### config.mk
export PLATFORM = sky130hd
export DESIGN_NAME = analog_comparator_control
export DESIGN_NICKNAME = d
export VERILOG_FILES = /design/src/design/cmp_ctrl_pkg.sv /design/src/design/analog_comparator_control.sv
export SDC_FILE = /design/constraint.sdc
export NUM_CORES = 1
export LEC_CHECK = 0
export ABC_CLOCK_PERIOD_IN_PS = 2550
export BUFFER_PORTS_ARGS = -buffer_cell sky130_fd_sc_hd__buf_2
export CAP_MARGIN = 20
export CORE_MARGIN = 8
export CORE_UTILIZATION = 45
export CTS_BUF_LIST = sky130_fd_sc_hd__clkbuf_4 sky130_fd_sc_hd__clkbuf_8
export CTS_CLUSTER_DIAMETER = 60
export DETAILED_ROUTE_END_ITERATION = 6
export GPL_TIMING_DRIVEN = 0
export PLACE_DENSITY = 0.87
export SETUP_SLACK_MARGIN = 0.15
export SYNTH_ARGS = -nofsm -noshare
export SYNTH_HDL_FRONTEND = slang
export SYNTH_SLANG_ARGS = --single-unit
### constraint.sdc
create_clock -name aclk -period 2.55 [get_ports aclk]
set_input_delay 0.1275 -clock aclk [delete_from_list [all_inputs] [get_ports aclk]]
set_output_delay 0.1275 -clock aclk [all_outputs]
set_load 0.05 [all_outputs]
### src/design/cmp_ctrl_pkg.sv
// Constants, field layouts and types for the analog comparator control block.
// Assumes a 32-bit AXI4-Lite register port and one system clock.
package cmp_ctrl_pkg;
  localparam int ADDR_W = 12;
  localparam int LEVEL_W = 10;
  localparam int CHAN_N = 8;
  // Register indexes; byte address is four times the index
  localparam logic [9:0] IDX_CSR = 10'h050;
  localparam logic [9:0] IDX_CONV_B = 10'h07B;
  localparam logic [9:0] IDX_DIDR = 10'h07E;
  // comparator_control_status fields
  localparam int CSR_PWR_OFF = 7;
  localparam int CSR_BANDGAP = 6;
  localparam int CSR_OUT = 5;
  localparam int CSR_FLAG = 4;
  localparam int CSR_IE = 3;
  localparam int CSR_CAPT = 2;
  localparam int CSR_MODE_HI = 1;
  localparam int CSR_MODE_LO = 0;
  // converter_control_b fields
  localparam int CONVB_MUX_EN = 6;
  localparam int CONVB_TRIG_HI = 2;
  localparam int CONVB_TRIG_LO = 0;
  // digital_input_disable_one fields
  localparam int DIDR_POS = 0;
  localparam int DIDR_NEG = 1;
  // Bandgap level in the same units as the pin levels (plain default)
  localparam logic [LEVEL_W-1:0] BANDGAP_LEVEL = 10'h0E1;
  localparam logic [1:0] RESP_OKAY = 2'h0;
  localparam logic [1:0] RESP_SLVERR = 2'h2;
  localparam logic [31:0] ZERO_WORD = 32'h0000_0000;

  typedef enum logic [1:0] {
    MODE_TOGGLE = 2'h0,
    MODE_RSVD = 2'h1,
    MODE_FALL = 2'h2,
    MODE_RISE = 2'h3
  } event_mode_e;

  typedef enum logic [1:0] {WR_IDLE = 2'b01, WR_RESP = 2'b10} wr_state_e;
  typedef enum logic [1:0] {RD_IDLE = 2'b01, RD_DATA = 2'b10} rd_state_e;

  // Software-owned control fields of comparator_control_status
  typedef struct packed {
    logic power_off;
    logic bandgap;
    logic irq_en;
    logic capture;
    event_mode_e mode;
  } csr_ctl_s;
endpackage

### src/design/analog_comparator_control.sv
// Digital control around an analog comparator: input selection, output
// synchroniser, event flag and interrupt, capture routing, pin buffers.
// Assumes converter state arrives on aclk; pin levels are sampled words.
//
// The implementer's own choice: the AXI4-Lite interface to the registers.
`timescale 1ns/1ps

// Function
// - Raw result is high when selected positive level exceeds selected negative.
// - Raw result is synchronised into the output status bit, two-cycle latency.
// - Mux enabled and converter off: channel select picks channel pin 0 to 7.
// - Mux disabled or converter on: dedicated negative pin is used.
// - Bandgap select chooses bandgap reference, else dedicated positive pin.
// - Power-off bit switches comparator off at any time; zero re-enables.
// - Mode field: 00 toggle, 01 reserved, 10 falling, 11 rising edge.
// - Matching output event sets the flag regardless of interrupt enable.
// - Flag clears when the processor executes the comparator vector.
// - Writing one to the flag clears it; zero leaves it.
// - Interrupt asserted while flag, enable and global enable are set.
// - Capture-route bit feeds the output to timer capture front end.
// - Capture-route bit zero disconnects the output from timer capture.
// - Input-disable bit turns off pin buffer; pin read returns zero.
// - Converter-on bit blocks the multiplexed negative input path.
module analog_comparator_control (
  // Clock and reset
  input wire logic aclk,
  input wire logic aresetn,
  // AXI4-Lite write channels
  input wire logic [cmp_ctrl_pkg::ADDR_W-1:0] awaddr,
  input wire logic awvalid,
  output logic awready,
  input wire logic [31:0] wdata,
  input wire logic [3:0] wstrb,
  input wire logic wvalid,
  output logic wready,
  output logic [1:0] bresp,
  output logic bvalid,
  input wire logic bready,
  // AXI4-Lite read channels
  input wire logic [cmp_ctrl_pkg::ADDR_W-1:0] araddr,
  input wire logic arvalid,
  output logic arready,
  output logic [31:0] rdata,
  output logic [1:0] rresp,
  output logic rvalid,
  input wire logic rready,
  // Analog levels
  input wire logic [cmp_ctrl_pkg::LEVEL_W-1:0] pos_input_pin,
  input wire logic [cmp_ctrl_pkg::LEVEL_W-1:0] neg_input_pin,
  input wire logic [cmp_ctrl_pkg::CHAN_N-1:0][cmp_ctrl_pkg::LEVEL_W-1:0] analog_channel_pins,
  // Converter state, same clock
  input wire logic converter_on,
  input wire logic [2:0] channel_select,
  // Digital pin buffers
  input wire logic pos_pin_din,
  input wire logic neg_pin_din,
  output logic pos_pin_read,
  output logic neg_pin_read,
  output logic [1:0] pin_buffer_off,
  // Processor side
  input wire logic global_irq_enable,
  input wire logic irq_vector_ack,
  output logic cmp_irq,
  // Analog and timer side
  output logic cmp_power_off,
  output logic bandgap_pos_select,
  output logic capture_trigger
);
  import cmp_ctrl_pkg::*;

  ////////////////////////////////////////////////////////////////////////
  // Declarations
  csr_ctl_s ctl_r, ctl_nxt;
  logic flag_r, flag_nxt;
  logic mux_en_r, mux_en_nxt;
  logic [2:0] trig_r, trig_nxt;
  logic [1:0] didr_r, didr_nxt;
  logic sync1_r, out_sync_r, prev_r;
  logic pos_s1_r, pos_s2_r, neg_s1_r, neg_s2_r;
  logic pos_read_r, neg_read_r, pos_read_nxt, neg_read_nxt;
  logic irq_r, irq_nxt, capt_r, capt_nxt;
  logic [LEVEL_W-1:0] pos_level, neg_level;
  logic cmp_raw, event_hit, csr_w1c;
  wr_state_e wr_r, wr_nxt;
  rd_state_e rd_r, rd_nxt;
  logic aw_have_r, aw_have_nxt, w_have_r, w_have_nxt;
  logic [ADDR_W-1:0] aw_addr_r, aw_addr_nxt;
  logic [31:0] w_data_r, w_data_nxt;
  logic w_lane0_r, w_lane0_nxt;
  logic awready_r, awready_nxt, wready_r, wready_nxt;
  logic bvalid_r, bvalid_nxt, arready_r, arready_nxt, rvalid_r, rvalid_nxt;
  logic [1:0] bresp_r, bresp_nxt, rresp_r, rresp_nxt;
  logic [31:0] rdata_r, rdata_nxt;
  logic do_write;

  ////////////////////////////////////////////////////////////////////////
  // Analog input selection and comparison
  always_comb begin
    // Converter owns the mux while on, so the shared path falls back
    if (mux_en_r && !converter_on) begin
      neg_level = analog_channel_pins[channel_select];
    end else begin
      neg_level = neg_input_pin;
    end
    pos_level = ctl_r.bandgap ? BANDGAP_LEVEL : pos_input_pin;
    // A powered-off comparator reads low
    cmp_raw = !ctl_r.power_off && (pos_level > neg_level);
  end

  ////////////////////////////////////////////////////////////////////////
  // Event detection on the synchronised output
  always_comb begin
    case (ctl_r.mode)
      MODE_TOGGLE: event_hit = out_sync_r ^ prev_r;
      MODE_FALL: event_hit = prev_r && !out_sync_r;
      MODE_RISE: event_hit = out_sync_r && !prev_r;
      default: event_hit = 1'b0;
    endcase
  end

  // Synchronisers: only the second stage feeds logic
  always_ff @(posedge aclk) begin
    if (!aresetn) begin
      sync1_r <= 1'b0;
      out_sync_r <= 1'b0;
      prev_r <= 1'b0;
      pos_s1_r <= 1'b0;
      pos_s2_r <= 1'b0;
      neg_s1_r <= 1'b0;
      neg_s2_r <= 1'b0;
    end else begin
      sync1_r <= cmp_raw;
      out_sync_r <= sync1_r;
      prev_r <= out_sync_r;
      pos_s1_r <= pos_pin_din;
      pos_s2_r <= pos_s1_r;
      neg_s1_r <= neg_pin_din;
      neg_s2_r <= neg_s1_r;
    end
  end

  ////////////////////////////////////////////////////////////////////////
  // AXI4-Lite write and read channels
  always_comb begin
    wr_nxt = wr_r;
    aw_have_nxt = aw_have_r;
    w_have_nxt = w_have_r;
    aw_addr_nxt = aw_addr_r;
    w_data_nxt = w_data_r;
    w_lane0_nxt = w_lane0_r;
    bvalid_nxt = bvalid_r;
    bresp_nxt = bresp_r;
    do_write = 1'b0;
    case (wr_r)
      WR_IDLE: begin
        if (awvalid && awready_r) begin
          aw_have_nxt = 1'b1;
          aw_addr_nxt = awaddr;
        end
        if (wvalid && wready_r) begin
          w_have_nxt = 1'b1;
          w_data_nxt = wdata;
          w_lane0_nxt = wstrb[0];
        end
        // Address and data may arrive in either order
        if (aw_have_r && w_have_r) begin
          do_write = 1'b1;
          aw_have_nxt = 1'b0;
          w_have_nxt = 1'b0;
          bvalid_nxt = 1'b1;
          wr_nxt = WR_RESP;
          if (aw_addr_r == {IDX_CSR, 2'b00} || aw_addr_r == {IDX_CONV_B, 2'b00}
              || aw_addr_r == {IDX_DIDR, 2'b00}) begin
            bresp_nxt = RESP_OKAY;
          end else begin
            bresp_nxt = RESP_SLVERR;
          end
        end
      end
      WR_RESP: begin
        if (bready) begin
          bvalid_nxt = 1'b0;
          wr_nxt = WR_IDLE;
        end
      end
      default: wr_nxt = WR_IDLE;
    endcase
    awready_nxt = (wr_nxt == WR_IDLE) && !aw_have_nxt;
    wready_nxt = (wr_nxt == WR_IDLE) && !w_have_nxt;
  end

  // Read data is captured at acceptance and held until taken
  always_comb begin
    rd_nxt = rd_r;
    rvalid_nxt = rvalid_r;
    rdata_nxt = rdata_r;
    rresp_nxt = rresp_r;
    case (rd_r)
      RD_IDLE: begin
        if (arvalid && arready_r) begin
          rvalid_nxt = 1'b1;
          rd_nxt = RD_DATA;
          rresp_nxt = RESP_OKAY;
          rdata_nxt = ZERO_WORD;
          if (araddr == {IDX_CSR, 2'b00}) begin
            rdata_nxt[CSR_PWR_OFF] = ctl_r.power_off;
            rdata_nxt[CSR_BANDGAP] = ctl_r.bandgap;
            rdata_nxt[CSR_OUT] = out_sync_r;
            rdata_nxt[CSR_FLAG] = flag_r;
            rdata_nxt[CSR_IE] = ctl_r.irq_en;
            rdata_nxt[CSR_CAPT] = ctl_r.capture;
            rdata_nxt[CSR_MODE_HI:CSR_MODE_LO] = ctl_r.mode;
          end else if (araddr == {IDX_CONV_B, 2'b00}) begin
            rdata_nxt[CONVB_MUX_EN] = mux_en_r;
            rdata_nxt[CONVB_TRIG_HI:CONVB_TRIG_LO] = trig_r;
          end else if (araddr == {IDX_DIDR, 2'b00}) begin
            rdata_nxt[DIDR_NEG:DIDR_POS] = didr_r;
          end else begin
            rresp_nxt = RESP_SLVERR;
          end
        end
      end
      RD_DATA: begin
        if (rready) begin
          rvalid_nxt = 1'b0;
          rd_nxt = RD_IDLE;
        end
      end
      default: rd_nxt = RD_IDLE;
    endcase
    arready_nxt = (rd_nxt == RD_IDLE);
  end

  ////////////////////////////////////////////////////////////////////////
  // Register file, flag and outputs
  always_comb begin
    ctl_nxt = ctl_r;
    mux_en_nxt = mux_en_r;
    trig_nxt = trig_r;
    didr_nxt = didr_r;
    csr_w1c = 1'b0;
    // Only byte lane 0 carries register bits
    if (do_write && w_lane0_r) begin
      if (aw_addr_r == {IDX_CSR, 2'b00}) begin
        ctl_nxt.power_off = w_data_r[CSR_PWR_OFF];
        ctl_nxt.bandgap = w_data_r[CSR_BANDGAP];
        ctl_nxt.irq_en = w_data_r[CSR_IE];
        ctl_nxt.capture = w_data_r[CSR_CAPT];
        ctl_nxt.mode = event_mode_e'(w_data_r[CSR_MODE_HI:CSR_MODE_LO]);
        csr_w1c = w_data_r[CSR_FLAG];
      end else if (aw_addr_r == {IDX_CONV_B, 2'b00}) begin
        mux_en_nxt = w_data_r[CONVB_MUX_EN];
        trig_nxt = w_data_r[CONVB_TRIG_HI:CONVB_TRIG_LO];
      end else if (aw_addr_r == {IDX_DIDR, 2'b00}) begin
        didr_nxt = w_data_r[DIDR_NEG:DIDR_POS];
      end
    end
    // Clears first so a same-cycle event still sets the flag
    flag_nxt = flag_r;
    if (csr_w1c || irq_vector_ack) begin
      flag_nxt = 1'b0;
    end
    if (event_hit) begin
      flag_nxt = 1'b1;
    end
    // Mode or power changes with the enable set can fire spuriously
    irq_nxt = flag_nxt && ctl_nxt.irq_en && global_irq_enable;
    capt_nxt = ctl_nxt.capture && out_sync_r;
    pos_read_nxt = pos_s2_r && !didr_nxt[DIDR_POS];
    neg_read_nxt = neg_s2_r && !didr_nxt[DIDR_NEG];
  end

  always_ff @(posedge aclk) begin
    if (!aresetn) begin
      ctl_r <= '0;
      flag_r <= 1'b0;
      mux_en_r <= 1'b0;
      trig_r <= 3'h0;
      didr_r <= 2'h0;
      irq_r <= 1'b0;
      capt_r <= 1'b0;
      pos_read_r <= 1'b0;
      neg_read_r <= 1'b0;
      wr_r <= WR_IDLE;
      rd_r <= RD_IDLE;
      aw_have_r <= 1'b0;
      w_have_r <= 1'b0;
      aw_addr_r <= '0;
      w_data_r <= ZERO_WORD;
      w_lane0_r <= 1'b0;
      awready_r <= 1'b0;
      wready_r <= 1'b0;
      bvalid_r <= 1'b0;
      bresp_r <= RESP_OKAY;
      arready_r <= 1'b0;
      rvalid_r <= 1'b0;
      rresp_r <= RESP_OKAY;
      rdata_r <= ZERO_WORD;
    end else begin
      ctl_r <= ctl_nxt;
      flag_r <= flag_nxt;
      mux_en_r <= mux_en_nxt;
      trig_r <= trig_nxt;
      didr_r <= didr_nxt;
      irq_r <= irq_nxt;
      capt_r <= capt_nxt;
      pos_read_r <= pos_read_nxt;
      neg_read_r <= neg_read_nxt;
      wr_r <= wr_nxt;
      rd_r <= rd_nxt;
      aw_have_r <= aw_have_nxt;
      w_have_r <= w_have_nxt;
      aw_addr_r <= aw_addr_nxt;
      w_data_r <= w_data_nxt;
      w_lane0_r <= w_lane0_nxt;
      awready_r <= awready_nxt;
      wready_r <= wready_nxt;
      bvalid_r <= bvalid_nxt;
      bresp_r <= bresp_nxt;
      arready_r <= arready_nxt;
      rvalid_r <= rvalid_nxt;
      rresp_r <= rresp_nxt;
      rdata_r <= rdata_nxt;
    end
  end

  // Outputs straight from flip-flops
  assign awready = awready_r;
  assign wready = wready_r;
  assign bvalid = bvalid_r;
  assign bresp = bresp_r;
  assign arready = arready_r;
  assign rvalid = rvalid_r;
  assign rresp = rresp_r;
  assign rdata = rdata_r;
  assign cmp_irq = irq_r;
  assign capture_trigger = capt_r;
  assign pos_pin_read = pos_read_r;
  assign neg_pin_read = neg_read_r;
  assign pin_buffer_off = didr_r;
  assign cmp_power_off = ctl_r.power_off;
  assign bandgap_pos_select = ctl_r.bandgap;
endmodule // analog_comparator_control

==> flow_summary.yaml <==
status:
  status: "finished clean"
logic_synthesis:
  ys_seq_area_share_pct: 34.0
  synth_edf_count: 0
  synth-async-reset-ratio_pct: 0
  synthesis.area_sq_um: 3830
  syn_avg_cell_area_sq_um: 8.70
  ys_ff_latch: 65
  synth-main-ff-cell: "dfxtp_1"
  synth_cell_types: 48
  yosys_warnings: 0
  synthCells: 440
die:
  ioPinCount: 224
  rows: 33
  core_sq_um: 8220
  start_util_pct: 46.6
  die_area_sq_um: 11700
  die_h_microns: 108
  chipWidth_microns: 108
detailed_routing:
  firstDrtPassIters: 4
  drcViolationCount: 0
  finalWirelength_microns: 12100
  avgRoutedWirePerCell_microns: 16.1
  via_per_inst: 5.20
  drt-initial-drc-count: 191
  vias: 3908
  ant_nets: 0
clock_network:
  cts-root-buf: "clkbuf_8"
  clkSinkCount: 65
  cts-htree-levels: 3
  postCtsSetupRepairBufs: 0
  clkSlewWorstSetupHoldPaths_ps: 70
  cts_tree: "yes"
  clock_latency_ps: 340
  cts_max_path_buffers: 2
  numCtsBuffers: 9
  cts_resized: 0
worst_setup_path:
  critPathLaunchType: "register"
  path_delay_family: "simple AND/OR/NAND/NOR gates"
  r2r_cells: 4
  cp_max_fo: 7
  end_kind: "register"
  critical_path_class: "reg2reg"
  critPathBufInv: 0
  reg2reg_slack_ps: 500
  r2r_start: "aw_addr_r[10]"
  cpMaxStageDelayCell: "nor3_1"
  crit_chain: "or4b_4 -> nor3_1 -> nand4_1 -> a21oi_1"
  crit_arrival_ps: 2310
  crit_required_ps: 2810
  cpPeakStageDelay_ps: 680
  timing.rr.end: "cmp_irq"
global_routing:
  grt_pass1_wl_microns: 19100
  grt_antenna_before_repair: 0
  overflow: 0
  grt_max_degree: 11
  grt_pass1_vias: 4200
  grtUsageTotal_pct: 20.3
hold_path:
  hold_start: "neg_pin_din"
  hold_path.class: "in2reg"
  min_path_cells: 2
  hold_end: "neg_s1_r"
sta:
  rsz0062_at_grt: "false"
  hold_viol_final: 0
  setup_viol: 0
  worstMarginPinSlew_ps: 789
  holdWs_ps: 9.40
  slew_headroom_pct: 47.0
  final.setup.tns_ps: 0
  fin_crit_ps: 2050
  fin_skew_ps: 5.12
  finalMaxSlewViolations: 0
  clock.fmax_ghz: 0.487
  fin_crit_sh_pct: 80.6
finish:
  fin_nets: 833
  fill_cells: 718
  final_common_cell: "buf_2"
  drive_gt1_share_pct: 37.8
  fin_util_pct: 61.7
  area_delta_synth_final_pct: 32.4
  antenna_cells: 0
  final_cell_mix: "buf_2, nand2_1, dfxtp_1, a21oi_1, nor2_1"
placement:
  port-buffer-count: 165
  gp_congestion: 0.882
  dpl.hpwl_microns: 10300
flow_run:
  drv_cap: 0
pwr:
  p_leak_nw: 2.39
  ir_worst_vdd_uv: 294
  p_per_area_nw_per_um2: 615
## final cells by class
type                    instances  area, sq um  area share [%]
multi-input cells             342         2300            45.4
plain buffers                  48          282            5.55
clock buffers                  12          165            3.26
inverters                      10         37.5           0.741
clock inverters                 3         15.0           0.296
repair buffers                166          836            16.5
well taps                     105          131            2.59
flip-flops and latches         65         1300            25.7
## report_power, final
part	switching [W]	internal [W]	leakage, nW
Sequential	0.0000904	0.00114	0.529
Clock	0.000371	0.000422	0.0980
Combinational	0.000688	0.000408	1.76
Total	0.00115	0.00197	2.39
## how the worst max path moves through the flow
stage,start,end,cells past startpoint
after CTS,wr_r[0],cmp_irq,5
after detailed placement,channel_select[0],sync1_r,10
after global routing,wr_r[0],capture_trigger,5
final,aw_addr_r[10],cmp_irq,4
after floorplan,channel_select[0],sync1_r,10
after global placement,channel_select[0],sync1_r,10
## cell families after synthesis
kind of cell,share of synthesized area (%)
AO/OA/AOI/OAI,13.3
XOR/XNOR,0.229
adder cells (fa/ha/maj),5.23
buffers and inverters,8.34
flip-flops,34.0
multiplexers,16.8
other,0.0980
AND/OR/NAND/NOR,22.0
## through the flow
step / area, sq um / power [W] / instances / setup slack [ps]
3_3_place_gp: 4880 / 0.00230 / 735 / 246
2_1_floorplan: 3920 / 0.00202 / 465 / 521
5_1_grt: 5070 / 0.00330 / 751 / 267
6_report: 5070 / 0.00312 / 751 / 496
3_5_place_dp: 4880 / 0.00233 / 735 / 244
4_1_cts: 5060 / 0.00312 / 750 / 555
## metal layers
layer | vias to the layer above | global-route usage [%] | routed length, microns
li1 | 1911 | - | -
met1 | 1799 | 19.7 | 4300
met2 | 177 | 38.1 | 6380
met3 | 21 | 6.84 | 1090
met4 | 0 | 8.82 | 360
met5 | - | 0 | 0
## what timing repair did
action / 4_1_cts / 5_1_grt
hold endpoints to repair: 0 / 1
setup endpoints to repair: 0 / 0
hold buffers: 0 / 1
## synthesized netlist by cell type (2+ instances only)
| cell type | instances | area share, % |
|---|---|---|
| nand2_1 | 68 | 6.7 |
| dfxtp_1 | 65 | 34 |
| a21oi_1 | 52 | 6.8 |
| nor2_1 | 28 | 2.7 |
| buf_4 | 26 | 5.1 |
| nand3_1 | 22 | 2.9 |
| mux4_2 | 20 | 12 |
| mux2i_1 | 17 | 4.4 |
| o21ai_0 | 17 | 2.2 |
| clkbuf_1 | 16 | 1.6 |
| ha_1 | 16 | 5.2 |
| inv_1 | 10 | 0.98 |
| nor2b_1 | 9 | 1.5 |
| nor3_1 | 8 | 1.0 |
| a31oi_1 | 6 | 0.98 |
| and2_1 | 6 | 0.98 |
| and3_1 | 6 | 0.98 |
| buf_1 | 3 | 0.29 |
| buf_2 | 3 | 0.39 |
| nand2b_1 | 3 | 0.49 |
| or2_2 | 3 | 0.49 |
| or3_1 | 3 | 0.49 |
| a22o_1 | 2 | 0.46 |
| mux2_2 | 2 | 0.59 |
| nand4_1 | 2 | 0.33 |
| nor4_1 | 2 | 0.33 |
| o211ai_1 | 2 | 0.39 |
| o221ai_1 | 2 | 0.46 |
| or3b_2 | 2 | 0.46 |
## registers in the layout, indices dropped and copies added, names as in the netlist, 2 cells and up
name / count
trig_r: 3
w_data_r: 7
aw_addr_r: 12
ctl_r: 4
pin_buffer_off: 2
rd_r: 2
wr_r: 2
rdata: 8
Power figures use the tool's default switching activity.
